**config.mk**
```make
export PLATFORM = sky130hd
export DESIGN_NAME = sss_top
export DESIGN_NICKNAME = d
export VERILOG_FILES = /design/src/sss_pkg.sv /design/src/sss_dec_if.sv /design/src/sss_decode.sv /design/src/sss_top.sv
export VERILOG_INCLUDE_DIRS = /design/src
export SDC_FILE = /design/constraint.sdc
export NUM_CORES = 1
export LEC_CHECK = 0
export ABC_AREA = 1
export BUFFER_PORTS_ARGS = -buffer_cell sky130_fd_sc_hd__buf_2
export CORE_ASPECT_RATIO = 1.2
export CORE_UTILIZATION = 55
export CTS_CLUSTER_DIAMETER = 60
export DETAILED_ROUTE_END_ITERATION = 7
export PLACE_DENSITY = 0.8
export SLEW_MARGIN = 25
export SYNTH_ARGS = -nofsm -noshare
export SYNTH_HDL_FRONTEND = slang
export SYNTH_SLANG_ARGS = --single-unit
```
**constraint.sdc**
```tcl
create_clock -name core_clk_in -period 6.9 [get_ports core_clk_in]
set_input_delay 0.69 -clock core_clk_in [delete_from_list [all_inputs] [get_ports core_clk_in]]
set_output_delay 0.69 -clock core_clk_in [all_outputs]
set_load 0.02 [all_outputs]
```
**src/sss_cfg.svh**
```systemverilog
// constants for the shunt current sampling scheduler
// Behaviour
// - convert a phase only in its low-side on window; avoid null/short low duty
// - three shunts: two simultaneous conversions, third current is minus their sum
// - skip phase A in sectors 1,6; B in 2,3; C in 4,5
// - reference low duty at or above dead time plus noise: sample at counter overflow
// - low duty between half threshold and dead time plus noise: sample after overflow
// - in that case start at least the noise time past the reference commutation
// - short low duty, big duty gap: start one sample time before high-side off
// - short low duty and small duty gap: flag that no sample is possible
// - single shunt: lower gates are the complements of the upper gates
// - shunt current decoded from upper switch states per the fixed table
// - centre-aligned period splits into seven subperiods; first, fourth, seventh carry zero
// - single shunt rebuilds each phase from signed subperiod samples; third is minus others
// - after-overflow point uses inverted trigger polarity, match while counting down
// - each control update reloads channel selection for next period, and compare value unless no sample is possible
`ifndef SSS_CFG_SVH
`define SSS_CFG_SVH
`define SSS_PH_A 2'h0
`define SSS_PH_B 2'h1
`define SSS_PH_C 2'h2
`define SSS_SUB_FIRST 3'h1
`define SSS_SUB_II 3'h2
`define SSS_SUB_III 3'h3
`define SSS_SUB_LAST 3'h7
`define SSS_SUB_STEP 3'h1
`define SSS_POL_NORMAL 1'b0
`define SSS_POL_INVERT 1'b1
`endif

```
**src/sss_pkg.sv**
```systemverilog
// types of the shunt current sampling scheduler
package sss_pkg;
    // one-hot timing case chosen at each update
    typedef enum logic [3:0] {
        SSS_CASE_OVF = 4'b0001,
        SSS_CASE_AFTER = 4'b0010,
        SSS_CASE_BEFORE = 4'b0100,
        SSS_CASE_NONE = 4'b1000
    } sss_case_t;
endpackage : sss_pkg

```
**src/sss_dec_if.sv**
```systemverilog
// carrier between the scheduler and its shunt decoder
`timescale 1ns/10ps
`default_nettype none
interface sss_dec_if;
    logic [2:0] hs;
    logic zero;
    logic neg;
    logic [1:0] phase;
    modport dec (input hs, output zero, neg, phase);
    modport user (output hs, input zero, neg, phase);
endinterface : sss_dec_if
`default_nettype wire

```
**src/sss_decode.sv**
```systemverilog
// single shunt current decoder from upper switch states
`timescale 1ns/10ps
`default_nettype none
`include "sss_cfg.svh"
module sss_decode (
    // decoder carrier
    sss_dec_if.dec dif
);
    // hs[2]=phase A upper, hs[1]=B, hs[0]=C; 1 means closed
    always_comb begin
        dif.zero = 1'b0;
        dif.neg = 1'b0;
        dif.phase = `SSS_PH_A;
        unique case (dif.hs)
            3'b000, 3'b111: dif.zero = 1'b1;
            3'b011: dif.phase = `SSS_PH_A;
            3'b001: begin
                dif.phase = `SSS_PH_C;
                dif.neg = 1'b1;
            end
            3'b101: dif.phase = `SSS_PH_B;
            3'b100: dif.neg = 1'b1;
            3'b110: dif.phase = `SSS_PH_C;
            3'b010: begin
                dif.phase = `SSS_PH_B;
                dif.neg = 1'b1;
            end
        endcase
    end
endmodule : sss_decode
`default_nettype wire

```
**src/sss_top.sv**
```systemverilog
// shunt current sampling scheduler top
`timescale 1ns/10ps
`default_nettype none
`include "sss_cfg.svh"
module sss_top
    import sss_pkg::*;
#(
    parameter int CW = 16,
    parameter int DW = 12
) (
    // clock and reset
    input wire logic core_clk_in,
    input wire logic resetn_in,
    // pwm timer
    input wire logic [CW-1:0] cnt_in,
    input wire logic cnt_down_in,
    input wire logic [CW-1:0] period_in,
    input wire logic [2:0] hs_gate_in,
    // control computation
    input wire logic update_in,
    input wire logic [2:0] sector_in,
    input wire logic [CW-1:0] duty_a_in,
    input wire logic [CW-1:0] duty_b_in,
    input wire logic [CW-1:0] duty_c_in,
    input wire logic single_shunt_in,
    // timing configuration in ticks
    input wire logic [CW-1:0] dead_time_in,
    input wire logic [CW-1:0] noise_in,
    input wire logic [CW-1:0] rise_in,
    input wire logic [CW-1:0] sample_in,
    // converter results
    input wire logic adc_valid_in,
    input wire logic signed [DW-1:0] adc0_in,
    input wire logic signed [DW-1:0] adc1_in,
    // trigger and selection
    output logic [CW-1:0] trigger_compare_value_out,
    output logic trigger_output_polarity_out,
    output logic [1:0] chan0_out,
    output logic [1:0] chan1_out,
    output logic no_sample_out,
    output logic trig_out,
    output logic [2:0] ls_gate_out,
    output logic [2:0] subperiod_out,
    // rebuilt phase currents
    output logic signed [DW+1:0] cur_a_out,
    output logic signed [DW+1:0] cur_b_out,
    output logic signed [DW+1:0] cur_c_out,
    output logic cur_valid_out
);
    localparam int SW = CW + 2;
    localparam int QW = DW + 2;

    generate
        if (CW < 4 || DW < 4) begin : g_bad_width
            $error("sss_top: CW and DW must be at least 4");
        end
    endgenerate

    typedef struct packed {
        logic [CW-1:0] cmp;
        logic pol;
        logic [1:0] ch0;
        logic [1:0] ch1;
        logic none;
        sss_case_t kase;
        logic trig;
        logic [2:0] ls;
        logic [2:0] hs_prev;
        logic [2:0] sub;
        logic [1:0] pend_ph;
        logic pend_neg;
        logic [2:0] got;
        logic [2:0][QW-1:0] cur;
        logic valid;
    } sss_state_t;

    sss_state_t st_r;
    sss_state_t st_nxt;

    ////////////////////////////////////////////////////////////////////////
    // helpers
    function automatic logic [1:0] skip_of(input logic [2:0] sec);
        unique case (sec)
            3'h1, 3'h6: skip_of = `SSS_PH_A;
            3'h2, 3'h3: skip_of = `SSS_PH_B;
            default: skip_of = `SSS_PH_C; // sectors 4,5; illegal codes too
        endcase
    endfunction : skip_of

    function automatic logic [CW-1:0] duty_of(input logic [1:0] ph);
        unique case (ph)
            `SSS_PH_A: duty_of = duty_a_in;
            `SSS_PH_B: duty_of = duty_b_in;
            default: duty_of = duty_c_in;
        endcase
    endfunction : duty_of

    // third current is minus the sum of the other two
    function automatic logic [QW-1:0] neg_sum(input logic [QW-1:0] x,
                                              input logic [QW-1:0] y);
        neg_sum = QW'(-($signed(x) + $signed(y)));
    endfunction : neg_sum

    ////////////////////////////////////////////////////////////////////////
    // phase choice and case thresholds
    logic [1:0] skip_ph;
    logic [1:0] p0;
    logic [1:0] p1;
    logic [1:0] ref_ph;
    logic [1:0] nxt_ph;
    logic [SW-1:0] d_ref;
    logic [SW-1:0] d_gap;
    logic [SW-1:0] thr_dtn;
    logic [SW-1:0] thr_half;
    logic [SW-1:0] thr_gap;

    // the skipped phase is the one with least low-side on time
    always_comb begin
        skip_ph = skip_of(sector_in);
        unique case (skip_ph)
            `SSS_PH_A: begin
                p0 = `SSS_PH_B;
                p1 = `SSS_PH_C;
            end
            `SSS_PH_B: begin
                p0 = `SSS_PH_A;
                p1 = `SSS_PH_C;
            end
            default: begin
                p0 = `SSS_PH_A;
                p1 = `SSS_PH_B;
            end
        endcase
        // reference has the shorter low-side window of the sampled pair
        if (duty_of(p0) >= duty_of(p1)) begin
            ref_ph = p0;
            nxt_ph = p1;
        end else begin
            ref_ph = p1;
            nxt_ph = p0;
        end
        d_ref = SW'(period_in) - SW'(duty_of(ref_ph));
        d_gap = SW'(duty_of(ref_ph)) - SW'(duty_of(nxt_ph));
        thr_dtn = SW'(dead_time_in) + SW'(noise_in);
        thr_half = (thr_dtn + SW'(sample_in)) >> 1;
        thr_gap = SW'(dead_time_in) + SW'(rise_in) + SW'(sample_in);
    end

    ////////////////////////////////////////////////////////////////////////
    // shunt decoder
    sss_dec_if dif ();
    assign dif.hs = hs_gate_in;
    sss_decode u_dec (
        .dif(dif.dec)
    );

    ////////////////////////////////////////////////////////////////////////
    // next state
    logic [2:0] got_new;
    logic [1:0] miss_ph;

    always_comb begin
        st_nxt = st_r;
        st_nxt.trig = 1'b0;
        st_nxt.valid = 1'b0;
        st_nxt.ls = ~hs_gate_in;
        got_new = st_r.got;
        miss_ph = `SSS_PH_A;
        // new sampling point for the following period
        if (update_in) begin
            st_nxt.ch0 = p0;
            st_nxt.ch1 = p1;
            st_nxt.none = 1'b0;
            // equality sits here too: a down-count match at the very top would never fire
            if (d_ref >= thr_dtn) begin
                st_nxt.kase = SSS_CASE_OVF;
                st_nxt.cmp = period_in;
                st_nxt.pol = `SSS_POL_NORMAL;
            end else if (d_ref > thr_half) begin
                st_nxt.kase = SSS_CASE_AFTER;
                // waits the noise time past the low-side switch-on
                st_nxt.cmp = CW'(SW'(period_in) + d_ref - thr_dtn);
                st_nxt.pol = `SSS_POL_INVERT;
            end else if (d_gap > thr_gap) begin
                st_nxt.kase = SSS_CASE_BEFORE;
                st_nxt.cmp = duty_of(ref_ph) - sample_in;
                st_nxt.pol = `SSS_POL_NORMAL;
            end else begin
                st_nxt.kase = SSS_CASE_NONE;
                st_nxt.none = 1'b1;
            end
        end
        // subperiod tracking, restarted at counter bottom
        st_nxt.hs_prev = hs_gate_in;
        if (cnt_in == '0) begin
            st_nxt.sub = `SSS_SUB_FIRST;
            st_nxt.got = '0;
            got_new = '0;
        end else if (hs_gate_in != st_r.hs_prev && st_r.sub != `SSS_SUB_LAST) begin
            st_nxt.sub = st_r.sub + `SSS_SUB_STEP;
        end
        if (single_shunt_in) begin
            // sample in the first half only; zero subperiods never trigger
            if (st_nxt.sub != st_r.sub && !dif.zero &&
                (st_nxt.sub == `SSS_SUB_II || st_nxt.sub == `SSS_SUB_III)) begin
                st_nxt.trig = 1'b1;
                st_nxt.pend_ph = dif.phase;
                st_nxt.pend_neg = dif.neg;
            end
            if (adc_valid_in) begin
                st_nxt.cur[st_r.pend_ph] = st_r.pend_neg ? QW'(-$signed(adc0_in)) :
                                                           QW'($signed(adc0_in));
                got_new[st_r.pend_ph] = 1'b1;
                st_nxt.got = got_new;
                // two distinct phases known: rebuild the third
                if (got_new != 3'h7 && (got_new[0] + got_new[1] + got_new[2]) == 2'h2) begin
                    miss_ph = !got_new[0] ? `SSS_PH_A : (!got_new[1] ? `SSS_PH_B : `SSS_PH_C);
                    unique case (miss_ph)
                        `SSS_PH_A: st_nxt.cur[0] = neg_sum(st_nxt.cur[1], st_nxt.cur[2]);
                        `SSS_PH_B: st_nxt.cur[1] = neg_sum(st_nxt.cur[0], st_nxt.cur[2]);
                        default: st_nxt.cur[2] = neg_sum(st_nxt.cur[0], st_nxt.cur[1]);
                    endcase
                    st_nxt.valid = 1'b1;
                end
            end
        end else begin
            // both conversions start on one compare match
            if (!st_r.none && cnt_in == st_r.cmp && cnt_down_in == st_r.pol) begin
                st_nxt.trig = 1'b1;
            end
            if (adc_valid_in) begin
                st_nxt.cur[st_r.ch0] = QW'($signed(adc0_in));
                st_nxt.cur[st_r.ch1] = QW'($signed(adc1_in));
                st_nxt.cur[skip_of(sector_of_ch(st_r.ch0, st_r.ch1))] =
                    neg_sum(QW'($signed(adc0_in)), QW'($signed(adc1_in)));
                st_nxt.valid = 1'b1;
            end
        end
    end

    // sector code whose skipped phase is the one not in the pair
    function automatic logic [2:0] sector_of_ch(input logic [1:0] a, input logic [1:0] b);
        if (a != `SSS_PH_A && b != `SSS_PH_A) sector_of_ch = 3'h1;
        else if (a != `SSS_PH_B && b != `SSS_PH_B) sector_of_ch = 3'h2;
        else sector_of_ch = 3'h4;
    endfunction : sector_of_ch

    ////////////////////////////////////////////////////////////////////////
    // state register
    always_ff @(posedge core_clk_in) begin
        if (!resetn_in) begin
            st_r <= '0;
            st_r.kase <= SSS_CASE_NONE;
            st_r.none <= 1'b1;
            st_r.ls <= '1;
            st_r.sub <= `SSS_SUB_FIRST;
        end else begin
            st_r <= st_nxt;
        end
    end

    // outputs straight from the state register
    assign trigger_compare_value_out = st_r.cmp;
    assign trigger_output_polarity_out = st_r.pol;
    assign chan0_out = st_r.ch0;
    assign chan1_out = st_r.ch1;
    assign no_sample_out = st_r.none;
    assign trig_out = st_r.trig;
    assign ls_gate_out = st_r.ls;
    assign subperiod_out = st_r.sub;
    assign cur_a_out = $signed(st_r.cur[0]);
    assign cur_b_out = $signed(st_r.cur[1]);
    assign cur_c_out = $signed(st_r.cur[2]);
    assign cur_valid_out = st_r.valid;
endmodule : sss_top
`default_nettype wire

```
==> impl_metrics.json <==
{
  "skew_ns": 0.01210,
  "status": "finished with violations",
  "max_stage_delay_ns": 0.53,
  "regToRegSetupSlack_ns": 2.51,
  "synth_area_mm2": 0.01731,
  "drv_slew": 0,
  "n_fill_cell": 2926,
  "crit_required_ns": 7.19,
  "grt_overflow": 0,
  "grt_pass1_wl_mm": 95.23,
  "insertion_delay_ns": 0.36,
  "cp_max_fo": 12,
  "holdWs_ns": 0.4867,
  "post_synth_inst_count": 2702,
  "cp-startpoint": "sector_in[1]",
  "ir_worst_vdd_mv": 0.1781,
  "cts-root-buf": "clkbuf_16",
  "ys_seq_area_share_pct": 9.253,
  "final_cell_count_no_fill": 3348,
  "slowest_stage": "ha_1",
  "cp-end-kind": "register",
  "final_cell_mix": "nand2_1 (645), inv_1 (362), ha_1 (273), buf_2 (251), a21oi_1 (223)",
  "track_usage_pct": 38.06,
  "die_area_mm2": 0.03219,
  "period_minus_slack_ns": 6.525,
  "max_cap_violations": 0,
  "setup-tns-final_ns": 0,
  "r2r_cells": 18,
  "syn-num-nets": 3198,
  "num_vias": 19440,
  "grt_pass1_vias": 18800,
  "min_path_type": "reg2reg",
  "layout.nets": 3444,
  "final_common_cell": "nand2_1",
  "core_mm2": 0.03074,
  "synth_flop_cell": "dfxtp_1",
  "period_share_pct": 94.56,
  "slew_headroom_pct": 23.17,
  "pwr_density_cell_mw_per_mm2": 406.1,
  "wl_per_cell_um": 18.59,
  "synth_area_per_cell_um2": 6.406,
  "p_leak_nw": 10.46,
  "io_buffers": 250,
  "antenna_found_initial": 1,
  "crit_end": "trigger_compare_value_out[15]$_SDFFE_PN0P_",
  "finish.utilization_pct": 63.70,
  "start_kind": "primary input",
  "numCtsBuffers": 9,
  "rsz0062_at_grt": "yes",
  "synthArstFlopShare_pct": 0,
  "initial_core_util_pct": 56.30,
  "reg2reg_from": "st_r[48]$_SDFFE_PN0P_",
  "io_pins": 252,
  "finalHoldViolations": 0,
  "cts_max_level": 3,
  "fin_total_pwr_mw": 7.951,
  "setup_viol_count_final": 0,
  "die_h_um": 196.3,
  "drt_iter0_drc": 1643,
  "cts_sinks": 80,
  "clk_path_buf_depth": 2,
  "crit_arrival_ns": 6.82,
  "ys_ff_latch": 80,
  "ys_warn_count": 0,
  "post-dp-hpwl_mm": 52.18,
  "crit_type": "in2reg",
  "clk_pin_slew_worst_paths_ns": 0.06,
  "fmax_ghz": 0.1533,
  "route.detailed.drc": 3,
  "cts_tree": "done",
  "drt-vias-per-instance": 5.807,
  "place_inst": 3330,
  "failed_checks": "design-rule violations",
  "synth-edff-count": 0,
  "drtAntennaViolNets": 0,
  "finalWirelength_mm": 62.23,
  "rows": 70,
  "rr_endpoint": "cur_c_out[13]$_SDFFE_PN0P_",
  "synth_cell_types": 60,
  "fp.dieW_um": 163.9,
  "worst_pin_slew_ns": 1.148,
  "grt_start_max_net_pins": 47,
  "n_antenna_cell": 0,
  "synthToLayoutAreaGrowth_pct": 13.13,
  "gp_congestion": 1.019,
  "dr.pass1.iters": 8,
  "cp_common_cell": "nand2_1",
  "drive_gt1_share_pct": 16.23
}
[where the power goes]
group	leakage, nW	total, mW	internal [mW]	switching [mW]
logic	9.68	6.88	2.77	4.11
clock network	0.125	0.453	0.242	0.211
registers	0.661	0.613	0.537	0.0755
[per-layer routing]
| layer | wire length (um) | vias up | GRT usage [%] | part of all wire [%] |
|---|---|---|---|---|
| met4 | 5147 | 2 | 27.81 | 8.3 |
| met2 | 30350 | 935 | 68.74 | 49 |
| li1 | - | 9477 | - | - |
| met5 | 14 | - | 0 | 0.022 |
| met1 | 22350 | 8743 | 39.89 | 36 |
| met3 | 4369 | 286 | 5.324 | 7.0 |
[how the worst min path moves through the flow]
stage	start	endpoint	slack (ns)	cells after the start
after floorplan	st_r[45]$_SDFF_PN0_	st_r[45]$_SDFF_PN0_	0.45	2
after global placement	no_sample_out$_SDFFE_PN1P_	no_sample_out$_SDFFE_PN1P_	0.47	2
after detailed placement	no_sample_out$_SDFFE_PN1P_	no_sample_out$_SDFFE_PN1P_	0.47	2
after CTS	st_r[44]$_SDFF_PN0_	st_r[44]$_SDFF_PN0_	0.49	2
after global routing	cur_a_out[0]$_SDFFE_PN0P_	cur_a_out[0]$_SDFFE_PN0P_	0.51	2
final	st_r[44]$_SDFF_PN0_	st_r[44]$_SDFF_PN0_	0.49	2
[area by class of cell]
type / count / area (um2) / area share [%]
inverter: 382 / 1436 / 7.335
clock inverter: 5 / 33.78 / 0.1725
tap: 396 / 495.5 / 2.530
clock buffer: 10 / 229.0 / 1.169
sequential: 80 / 1602 / 8.179
timing repair buffer: 370 / 2182 / 11.14
multi-input combinational: 2105 / 13600 / 69.47
[sequential cells by signal, summed over array words and instances, names as in the netlist, 2 cells and up]
signal and flops:
chan1_out 2, cur_a_out 14, cur_b_out 14, cur_c_out 14
ls_gate_out 3, st_r 9, subperiod_out 3, trigger_compare_value_out 16
[Yosys cell counts (15+ instances only)]
cell,count,area [um2]
nand2_1,648,2432
inv_1,364,1366
ha_1,274,3428
a21oi_1,228,1141
nand3_1,166,830.8
o21ai_0,161,805.8
nor2_1,152,570.6
xor2_1,83,727.0
dfxtp_1,80,1602
buf_4,71,533.0
xnor2_1,52,455.4
clkbuf_1,48,180.2
fa_1,42,840.8
a31oi_1,41,256.5
o211ai_1,34,255.2
nor3_1,19,95.09
nand4_1,16,100.1
o221ai_1,15,131.4
[per-stage QoR]
| step | setup WS (ns) | cell area [um2] |
|---|---|---|
| floorplan | 0.03569 | 17310 |
| global placement | -0.1009 | 19140 |
| detailed placement | -0.3159 | 19140 |
| CTS | 0.03972 | 19410 |
| global route | -0.08525 | 19580 |
| finish | 0.3753 | 19580 |
[worst max-delay path: cells and delay by family]
family                   cells  cell delay (ns)
AO/OA/AOI/OAI                5             0.62
XOR/XNOR                     1             0.27
adder cells (fa/ha/maj)      4             1.59
buffers and inverters        5             0.62
AND/OR/NAND/NOR             24             3.01
[logic make-up (layout without fill, tap and decap cells)]
family | count (synthesis) | count (layout) | share of synthesized area [%]
flops | 80 | 80 | 9.253
buf+inv | 517 | 767 | 13.00
mux | 12 | 12 | 0.6940
fa+ha+maj | 316 | 316 | 24.66
other cells | 1 | 1 | 0.02166
simple gates | 1062 | 1062 | 25.97
xor+xnor | 135 | 135 | 6.831
compound gates | 579 | 579 | 19.58
[repair_timing]
item                                   CTS  global route
setup buffers                            0             2
setup endpoints to repair                0            18
gates resized for setup                  0            46
hold buffers                             0             0
endpoints found under the hold margin    0             0
Note: power is estimated with default switching activity, not from simulation.
